$ cat config.mk
export PLATFORM = sky130hd
export DESIGN_NAME = spd_framer
export DESIGN_NICKNAME = d
export VERILOG_FILES = /design/src/rtl/spd_pkg.sv /design/src/rtl/spd_framer.sv
export SDC_FILE = /design/constraint.sdc
export NUM_CORES = 2
export LEC_CHECK = 0
export CAP_MARGIN = 0
export CELL_PAD_IN_SITES_DETAIL_PLACEMENT = 0
export CELL_PAD_IN_SITES_GLOBAL_PLACEMENT = 2
export CORE_MARGIN = 3
export CORE_UTILIZATION = 25
export CTS_BUF_LIST = sky130_fd_sc_hd__clkbuf_16
export CTS_CLUSTER_DIAMETER = 200
export DETAILED_ROUTE_END_ITERATION = 8
export DONT_BUFFER_PORTS = 1
export PLACE_DENSITY = 0.49
export SETUP_SLACK_MARGIN = 0.15
export SYNTH_ARGS = -nofsm -noshare
export SYNTH_HDL_FRONTEND = slang
export SYNTH_SLANG_ARGS = --single-unit
export TNS_END_PERCENT = 1
$ cat constraint.sdc
create_clock -name clk -period 8.53 [get_ports clk]
set_input_delay 0.853 -clock clk [delete_from_list [all_inputs] [get_ports clk]]
set_output_delay 0.853 -clock clk [all_outputs]
set_load 0.005 [all_outputs]
$ cat src/rtl/spd_pkg.sv
// Functional notes
// RULE_01 - Gap between bytes above timeout closes accumulated bytes as one packet
// RULE_02 - Timeout counts 200 us units, minimum two; host covers two characters
// RULE_03 - Auto configuration replaces stored timeout with baud-based default
// RULE_04 - Reaching packet size closes the packet; first condition met wins
// RULE_05 - Payload capped at 239 bytes at 500 kbps, 96 at 280 kbps
// RULE_06 - Auto configuration flag bit 0 replaces stored size with rate default
// RULE_07 - Host should never program packet size below seven bytes
// RULE_08 - Own header bytes are not counted against packet size
// RULE_09 - 280 kbps: 4 slots to 0x09, 3 to 0x25, 2 to 0x60
// RULE_10 - 500 kbps: 6,5,4,3 slots by size bands, 2 up to 0xEF
// RULE_11 - Network configurer keeps slots per hop equal on every radio
// RULE_12 - Full duplex reserves first slot for server, rest shared by clients
// RULE_13 - Driver enable delay bytes from 8.125 MHz over 81 times baud
// RULE_14 - Host-bound and radio-bound data kept in separate buffers; only host-bound bytes are buffered here, radio-bound ones are counted
// RULE_15 - Packet held in buffer until acknowledged or attempts exhausted
// RULE_16 - Clear-to-send goes high when buffer count reaches stop threshold
// RULE_17 - Clear-to-send goes low when count falls to resume threshold
// RULE_18 - Host stops sending while clear-to-send is high
// RULE_19 - Without request-to-send mode, data goes to host when available
// RULE_20 - With request-to-send mode, hold while high, resume oldest first
// RULE_21 - Host tolerates up to two more bytes after changing request-to-send
// RULE_22 - Gap timer restarts per byte, runs only while bytes are pending
// RULE_23 - Stop threshold above resume threshold gives hysteresis
package spd_pkg;
  localparam int unsigned CLK_HZ        = 100_000_000;
  localparam int unsigned GAP_UNIT_NS   = 200_000;
  localparam int unsigned GAP_UNIT_CYC  = GAP_UNIT_NS / (1_000_000_000 / CLK_HZ);
  localparam logic [7:0]  ADR_DE_HIGH   = 8'h49;
  localparam logic [7:0]  ADR_DE_MID    = 8'h4A;
  localparam logic [7:0]  ADR_DE_LOW    = 8'h4B;
  localparam logic [7:0]  ADR_GAP       = 8'h58;
  localparam logic [7:0]  ADR_PKT       = 8'h5A;
  localparam logic [7:0]  ADR_STOP_LO   = 8'h5C;
  localparam logic [7:0]  ADR_STOP_HI   = 8'h5D;
  localparam logic [7:0]  ADR_RES_LO    = 8'h5E;
  localparam logic [7:0]  ADR_RES_HI    = 8'h5F;
  localparam logic [7:0]  ADR_CFG       = 8'h56;
  localparam int unsigned CFG_AUTO_BIT  = 0;
  localparam int unsigned CFG_FDX_BIT   = 1;
  localparam logic [7:0]  GAP_MIN       = 8'h02;
  localparam logic [7:0]  PKT_MAX_FAST  = 8'hEF;
  localparam logic [7:0]  PKT_MAX_SLOW  = 8'h60;
  localparam logic [7:0]  RST_GAP       = 8'h02;
  localparam logic [7:0]  RST_PKT       = 8'h80;
  localparam logic [7:0]  RST_CFG       = 8'h00;
  localparam logic [15:0] RST_STOP      = 16'h00C0;
  localparam logic [15:0] RST_RESUME    = 16'h0040;
  localparam logic [7:0]  RST_DE        = 8'h00;
  localparam int unsigned BUF_AW        = 8;
  localparam int unsigned BUF_DEPTH     = 256;
  typedef enum logic [1:0] {
    SPD_COLLECT = 2'b00,
    SPD_READY   = 2'b01,
    SPD_WAIT    = 2'b10
  } spd_state_type;
  typedef struct packed {
    logic       wr;
    logic [7:0] addr;
    logic [7:0] data;
  } spd_cfg_wr_type;
  typedef struct packed {
    logic [7:0] size;
    logic [2:0] slots;
    logic       server_slot_only;
  } spd_pkt_type;
endpackage

$ cat src/rtl/spd_framer.sv
`timescale 1ns/1ps
module spd_framer (
  // Clock and reset
  input  wire logic                clk,
  input  wire logic                arst_n,
  // Configuration port
  input  wire spd_pkg::spd_cfg_wr_type cfg_wr,
  input  wire logic [7:0]          cfg_rd_addr,
  output logic [7:0]               cfg_rd_data,
  // Mode inputs
  input  wire logic                rate_fast,
  input  wire logic [7:0]          auto_gap,
  input  wire logic                rts_mode,
  // Host serial byte side
  input  wire logic                host_rx_valid,
  input  wire logic [7:0]          host_rx_data,
  input  wire logic                rts_n,
  output logic                     cts_n,
  output logic                     host_tx_valid,
  output logic [7:0]               host_tx_data,
  input  wire logic                host_tx_ready,
  // Radio side, plus line driver enable, its delay bytes and the inbound count
  output logic                     pkt_valid,
  output spd_pkg::spd_pkt_type     pkt_info,
  input  wire logic                pkt_done,
  input  wire logic                radio_rx_valid,
  input  wire logic [7:0]          radio_rx_data,
  output logic                     line_driver_enable,
  output logic [23:0]              de_delay,
  output logic [15:0]              rx_count
);
  logic [7:0]  de_delay_high, de_delay_middle, de_delay_low;
  logic [7:0]  byte_gap_timeout, packet_size_limit, cfg_flags;
  logic [15:0] flow_stop_threshold, flow_resume_threshold;
  logic [7:0]  next_rd;
  logic [7:0]  next_de_high, next_de_mid, next_de_low, next_gap, next_pkt, next_cfg;
  logic [15:0] next_stop, next_resume;
  logic [7:0]  eff_gap, eff_size, cap;
  spd_pkg::spd_state_type state, next_state;
  logic [7:0]  acc, next_acc;
  logic [7:0]  units, next_units;
  logic [15:0] sub, next_sub;
  logic [15:0] cnt, next_cnt;
  logic        cts_hi, next_cts;
  spd_pkg::spd_pkt_type next_info;
  logic        next_pkt_valid;
  logic [7:0]  otx [spd_pkg::BUF_DEPTH];
  logic [spd_pkg::BUF_AW:0] wp, rp, next_wp, next_rp;
  logic        next_tv;
  logic [7:0]  next_td;
  logic        accept;

  function automatic logic [2:0] slots_of(input logic fast, input logic [7:0] sz);
    // RULE_09 slow-rate slots
    if (!fast) slots_of = (sz <= 8'h09) ? 3'h4 : (sz <= 8'h25) ? 3'h3 : 3'h2;
    // RULE_10 fast-rate slots
    else slots_of = (sz <= 8'h0C) ? 3'h6 : (sz <= 8'h25) ? 3'h5 :
                    (sz <= 8'h47) ? 3'h4 : (sz <= 8'h7D) ? 3'h3 : 3'h2;
  endfunction

  // Configuration write decode
  always_comb begin
    next_de_high = de_delay_high;
    next_de_mid  = de_delay_middle;
    next_de_low  = de_delay_low;
    next_gap     = byte_gap_timeout;
    next_pkt     = packet_size_limit;
    next_cfg     = cfg_flags;
    next_stop    = flow_stop_threshold;
    next_resume  = flow_resume_threshold;
    if (cfg_wr.wr) begin
      case (cfg_wr.addr)
        // RULE_13 delay bytes stored
        spd_pkg::ADR_DE_HIGH: next_de_high = cfg_wr.data;
        spd_pkg::ADR_DE_MID:  next_de_mid  = cfg_wr.data;
        spd_pkg::ADR_DE_LOW:  next_de_low  = cfg_wr.data;
        // RULE_02 minimum two units
        spd_pkg::ADR_GAP:     next_gap = (cfg_wr.data < spd_pkg::GAP_MIN) ?
                                         spd_pkg::GAP_MIN : cfg_wr.data;
        spd_pkg::ADR_PKT:     next_pkt = cfg_wr.data;
        spd_pkg::ADR_CFG:     next_cfg = cfg_wr.data;
        spd_pkg::ADR_STOP_LO: next_stop[7:0]    = cfg_wr.data;
        spd_pkg::ADR_STOP_HI: next_stop[15:8]   = cfg_wr.data;
        spd_pkg::ADR_RES_LO:  next_resume[7:0]  = cfg_wr.data;
        spd_pkg::ADR_RES_HI:  next_resume[15:8] = cfg_wr.data;
        default: ;
      endcase
    end
  end

  always_ff @(posedge clk or negedge arst_n) begin
    if (!arst_n) begin
      de_delay_high         <= spd_pkg::RST_DE;
      de_delay_middle       <= spd_pkg::RST_DE;
      de_delay_low          <= spd_pkg::RST_DE;
      byte_gap_timeout      <= spd_pkg::RST_GAP;
      packet_size_limit     <= spd_pkg::RST_PKT;
      cfg_flags             <= spd_pkg::RST_CFG;
      flow_stop_threshold   <= spd_pkg::RST_STOP;
      flow_resume_threshold <= spd_pkg::RST_RESUME;
    end else begin
      de_delay_high         <= next_de_high;
      de_delay_middle       <= next_de_mid;
      de_delay_low          <= next_de_low;
      byte_gap_timeout      <= next_gap;
      packet_size_limit     <= next_pkt;
      cfg_flags             <= next_cfg;
      flow_stop_threshold   <= next_stop;
      flow_resume_threshold <= next_resume;
    end
  end

  always_comb begin
    case (cfg_rd_addr)
      spd_pkg::ADR_DE_HIGH: next_rd = de_delay_high;
      spd_pkg::ADR_DE_MID:  next_rd = de_delay_middle;
      spd_pkg::ADR_DE_LOW:  next_rd = de_delay_low;
      spd_pkg::ADR_GAP:     next_rd = byte_gap_timeout;
      spd_pkg::ADR_PKT:     next_rd = packet_size_limit;
      spd_pkg::ADR_CFG:     next_rd = cfg_flags;
      spd_pkg::ADR_STOP_LO: next_rd = flow_stop_threshold[7:0];
      spd_pkg::ADR_STOP_HI: next_rd = flow_stop_threshold[15:8];
      spd_pkg::ADR_RES_LO:  next_rd = flow_resume_threshold[7:0];
      spd_pkg::ADR_RES_HI:  next_rd = flow_resume_threshold[15:8];
      default:              next_rd = 8'h00;
    endcase
  end

  // Effective settings
  always_comb begin
    cap = rate_fast ? spd_pkg::PKT_MAX_FAST : spd_pkg::PKT_MAX_SLOW;
    // RULE_03 auto timeout
    eff_gap = cfg_flags[spd_pkg::CFG_AUTO_BIT] ? auto_gap : byte_gap_timeout;
    // RULE_06 auto size default
    if (cfg_flags[spd_pkg::CFG_AUTO_BIT]) eff_size = cap;
    // RULE_05 payload cap
    else if (packet_size_limit > cap || packet_size_limit == 8'h00) eff_size = cap;
    else eff_size = packet_size_limit;
  end

  assign accept = host_rx_valid && state == spd_pkg::SPD_COLLECT;

  // Framer and flow control
  always_comb begin
    next_state     = state;
    next_acc       = acc;
    next_units     = units;
    next_sub       = sub;
    next_cnt       = cnt;
    next_cts       = cts_hi;
    next_info      = pkt_info;
    next_pkt_valid = pkt_valid;
    // RULE_14 inbound count only
    if (accept) next_cnt = cnt + 16'h0001;
    case (state)
      spd_pkg::SPD_COLLECT: begin
        if (accept) begin
          // RULE_22 restart gap timer
          next_acc   = acc + 8'h01;
          next_units = 8'h00;
          next_sub   = 16'h0000;
          // RULE_04 size closes packet
          if (acc + 8'h01 >= eff_size) next_state = spd_pkg::SPD_READY;
        end else if (acc != 8'h00) begin
          if (sub == 16'(spd_pkg::GAP_UNIT_CYC - 1)) begin
            next_sub   = 16'h0000;
            next_units = units + 8'h01;
            // RULE_01 gap closes packet
            if (units + 8'h01 > eff_gap) next_state = spd_pkg::SPD_READY;
          end else begin
            next_sub = sub + 16'h0001;
          end
        end
      end
      spd_pkg::SPD_READY: begin
        // RULE_08 header excluded from size
        next_info.size = acc;
        next_info.slots = slots_of(rate_fast, eff_size);
        // RULE_12 first slot server-only
        next_info.server_slot_only = cfg_flags[spd_pkg::CFG_FDX_BIT];
        next_pkt_valid = 1'b1;
        next_state = spd_pkg::SPD_WAIT;
      end
      spd_pkg::SPD_WAIT: begin
        // RULE_15 hold until done
        if (pkt_done) begin
          next_pkt_valid = 1'b0;
          next_cnt   = cnt - 16'(acc);
          next_acc   = 8'h00;
          next_units = 8'h00;
          next_sub   = 16'h0000;
          next_state = spd_pkg::SPD_COLLECT;
        end
      end
      default: next_state = spd_pkg::SPD_COLLECT;
    endcase
    // RULE_16 stop host
    if (next_cnt >= flow_stop_threshold) next_cts = 1'b1;
    // RULE_17 resume host
    // RULE_23 hysteresis band
    else if (next_cnt <= flow_resume_threshold) next_cts = 1'b0;
  end

  // Outbound path
  always_comb begin
    next_wp = wp;
    next_rp = rp;
    next_tv = host_tx_valid;
    next_td = host_tx_data;
    if (radio_rx_valid && (wp - rp) != 9'(spd_pkg::BUF_DEPTH)) next_wp = wp + 9'h001;
    if (host_tx_valid && host_tx_ready) next_tv = 1'b0;
    // RULE_19 send when available
    // RULE_20 hold while request high
    if ((!next_tv) && wp != rp && !(rts_mode && rts_n)) begin
      next_tv = 1'b1;
      next_td = otx[rp[spd_pkg::BUF_AW-1:0]];
      next_rp = rp + 9'h001;
    end
  end

  always_ff @(posedge clk) begin
    if (radio_rx_valid && (wp - rp) != 9'(spd_pkg::BUF_DEPTH))
      otx[wp[spd_pkg::BUF_AW-1:0]] <= radio_rx_data;
  end

  always_ff @(posedge clk or negedge arst_n) begin
    if (!arst_n) begin
      state              <= spd_pkg::SPD_COLLECT;
      acc                <= 8'h00;
      units              <= 8'h00;
      sub                <= 16'h0000;
      cnt                <= 16'h0000;
      cts_hi             <= 1'b0;
      pkt_valid          <= 1'b0;
      pkt_info           <= '0;
      wp                 <= '0;
      rp                 <= '0;
      host_tx_valid      <= 1'b0;
      host_tx_data       <= 8'h00;
      cfg_rd_data        <= 8'h00;
      line_driver_enable <= 1'b0;
      de_delay           <= 24'h000000;
      rx_count           <= 16'h0000;
      cts_n              <= 1'b0;
    end else begin
      state              <= next_state;
      acc                <= next_acc;
      units              <= next_units;
      sub                <= next_sub;
      cnt                <= next_cnt;
      cts_hi             <= next_cts;
      cts_n              <= next_cts;
      pkt_valid          <= next_pkt_valid;
      pkt_info           <= next_info;
      wp                 <= next_wp;
      rp                 <= next_rp;
      host_tx_valid      <= next_tv;
      host_tx_data       <= next_td;
      cfg_rd_data        <= next_rd;
      line_driver_enable <= next_tv;
      de_delay           <= {de_delay_high, de_delay_middle, de_delay_low};
      rx_count           <= next_cnt;
    end
  end
endmodule // spd_framer

==> impl_metrics.json <==
{
  "status": "finished, final reports clean",
  "die_h_um": 609,
  "setup_viol": 0,
  "synth_area_leaders": "edfxtp_1, mux4_2, dfrtp_1",
  "worstPathRequired_ns": 9.03,
  "die_w_um": 609,
  "hp-class": "in2async",
  "grt-ovfl-total": 0,
  "met3_length_um": 14400,
  "fin_crit_sh_pct": 66.4,
  "totalWireLength_um": 292000,
  "wire_per_inst_um": 29.1,
  "io_buffers": 0,
  "grt_max_degree": 257,
  "critPathCaptureType": "register",
  "crit_path_start_kind": "register",
  "syn_nets": 5028,
  "grt_antenna_before_repair": 20,
  "drive_gt1_share_pct": 21.6,
  "nets": 5212,
  "final.setup.tns_ns": 0,
  "synth-seq-area-share_pct": 73.3,
  "grt_use_total_pct": 15.5,
  "max-cap-violations": 0,
  "post_cts_buffers": 0,
  "cp_slowest_stage_delay_ns": 1.05,
  "finalMaxSlewViolations": 0,
  "drt_iter0_markers": 4615,
  "rsz0062_at_grt": "no",
  "hold_slack_ns": 0.0528,
  "utilization_pct": 29.3,
  "crit_path_frequent_cell": "o21a_1",
  "crit_type": "reg2reg",
  "die_area_mm2": 0.371,
  "netlist.area_leader.share_pct": 67.7,
  "synth_cells": 4890,
  "yosysMostFrequentCell": "edfxtp_1",
  "yosysWarnings": 0,
  "cts_tree": "built",
  "vias": 47600,
  "p_per_area_mw_per_mm2": 324,
  "core_mm2": 0.361,
  "num_io_pins": 130,
  "critPathTopFamily": "simple AND/OR/NAND/NOR gates",
  "fin_cells": 10100,
  "synth_top_flop_cell": "edfxtp_1",
  "cts_resized": 0,
  "clk_latency_ns": 0.90,
  "met1Wirelength_um": 130000,
  "synthesis.area_mm2": 0.0909,
  "path_clk_slew_ns": 0.06,
  "synth_top_cell_by_area": "edfxtp_1",
  "synth.distinct_cells": 84,
  "cts_buffer_depth": 4,
  "vdd_drop_max_mv": 0.292,
  "rows": 220,
  "top_layer": "met5",
  "max-slew-margin-rel_pct": 9.70,
  "fin_skew_ns": 0.0679,
  "routed-wl-met2_um": 141000,
  "max_freq_ghz": 0.176,
  "tightest_slew_ns": 1.34,
  "synthToLayoutAreaGrowth_pct": 16.1,
  "vias_per_cell": 4.73,
  "cp.arrival_ns": 6.17,
  "root_buffer": "clkbuf_16",
  "crit_path_top_delay_cell": "nor3_1",
  "firstDrtPassIters": 8,
  "synth_edf_count": 2048,
  "hold_violations": 0,
  "cp_num_buf_inv": 3,
  "cp_cell_sequence": "inv_2, buf_4, ha_1, nor2b_1, o21a_1, o21a_1, o21a_1, o2111ai_1, a22oi_4, nand4bb_4, buf_12, nor3_1",
  "cts.sinks": 2251,
  "initial_core_util_pct": 25.2,
  "grt_pass1_wl_um": 406000,
  "drc": 0,
  "grt_pass1_vias": 49600,
  "routabilityCongestion": 0.750,
  "p_leak_nw": 34.4,
  "dp_cells": 9575,
  "crit_fanout": 36,
  "final_antenna_net_count": 0,
  "htree_levels": 5,
  "synthArstFlopShare_pct": 9.02,
  "fin_crit_ns": 5.67,
  "cts-buffers-inserted": 269,
  "synth_area_per_cell_um2": 18.6,
  "synthTopCellsByCount": "edfxtp_1, mux4_2, mux2i_1",
  "synth_seq_cells": 2251,
  "hpwlAfterDp_um": 168000
}
## worst register-to-register path: stages, from the launching register on
cell       delay (ns)
dfrtp_4          0.67
inv_2            0.16
buf_4            0.38
ha_1             0.35
nor2b_1          0.15
o21a_1           0.17
o21a_1           0.19
o21a_1           0.19
o2111ai_1        0.31
a22oi_4          0.21
nand4bb_4        0.86
buf_12           0.50
nor3_1           1.13
## placed cells by master, fill, tap and decap left out, types with 29 or more instances in the layout
| cell type | synthesis | layout |
|---|---|---|
| a211oi_1 | 33 | 33 |
| a21oi_1 | 104 | 104 |
| a221oi_1 | 39 | 39 |
| a22o_1 | 37 | 37 |
| a22oi_1 | 66 | 66 |
| buf_4 | 42 | 200 |
| clkbuf_16 | 0 | 276 |
| clkinv_1 | 1 | 44 |
| clkinv_2 | 0 | 49 |
| dfrtp_1 | 198 | 193 |
| edfxtp_1 | 2048 | 2048 |
| ha_1 | 79 | 79 |
| inv_1 | 65 | 131 |
| mux2_2 | 88 | 88 |
| mux2i_1 | 247 | 247 |
| mux4_2 | 417 | 417 |
| nand2_1 | 160 | 160 |
| nand3_1 | 59 | 58 |
| nor2_1 | 223 | 219 |
| nor3_1 | 174 | 170 |
| o21ai_0 | 106 | 106 |
| o221ai_1 | 44 | 44 |
| o22ai_1 | 41 | 41 |
| xnor2_1 | 29 | 29 |
## per-layer routing
metal  vias up  global-route usage (%)
li1      20300                       -
met1     25700                    21.4
met2      1200                    25.5
met3       335                    2.29
met4         2                    3.64
met5         -                       0
## registers in the layout, summed over array words and instances (netlist names), 2 cells and up
register	flops
flow_stop_threshold	16
acc	8
state	2
cfg_flags	8
host_tx_data	8
units	8
wp	9
de_delay_high	8
flow_resume_threshold	16
cfg_rd_data	8
rp	9
de_delay_low	8
byte_gap_timeout	8
de_delay_middle	8
cnt	16
otx	2048
sub	16
de_delay	24
packet_size_limit	8
pkt_info	12
## power by group
group          switching (W)  total [W]  internal [W]
clock                0.00472     0.0111       0.00641
combinational        0.00680     0.0104       0.00359
sequential          0.000368     0.0127        0.0123
## area by class of cell
class	instances	area, um^2
fillers	35700	255000
flip-flops and latches	2251	66600
multi-input cells	2269	22400
clock buffers	276	6910
well taps	4773	5970
repair buffers	213	1770
clock inverters	203	1560
inverters	70	267
diodes	4	10.0
## per-stage QoR
step	power, W	setup slack, ns	cell area, um^2
after CTS	0.0348	2.66	105000
after global routing	0.0357	2.57	105000
after global placement	0.0236	2.76	97000
final	0.0342	2.86	105000
after detailed placement	0.0235	2.66	97000
after floorplan	0.0190	4.23	90900
## path summary, 6_finish.rpt
check	startpoint	endpoint	slack, ns	cells past startpoint
worst max-delay path	rp[1]	otx[37][7]	2.86	12
worst min-delay path	arst_n	cnt[7]	0.05	1
worst max register to register	rp[1]	otx[37][7]	2.86	12
worst min register to register	de_delay_low[0]	de_delay[0]	0.40	0
max in group asynchronous	arst_n	rp[2]	7.39	1
min in group clk	radio_rx_data[7]	otx[35][7]	0.09	0
## cell families after synthesis
| logic type | count (synthesis) | synth area share (%) |
|---|---|---|
| AOI/OAI and AO/OA | 603 | 4.60 |
| and+or+nand+nor | 776 | 4.12 |
| adders and majority gates | 80 | 1.11 |
| DFF | 2251 | 73.3 |
| xor gates and xnor gates | 57 | 0.550 |
| muxes | 753 | 14.2 |
| buffers and inverters | 370 | 2.17 |
## timing repair
| action | CTS | global route |
|---|---|---|
| hold buffers | 1 | 0 |
| setup endpoints to repair | 0 | 0 |
| endpoints found under the hold margin | 203 | 0 |
Note: power is estimated with default switching activity, not from simulation.
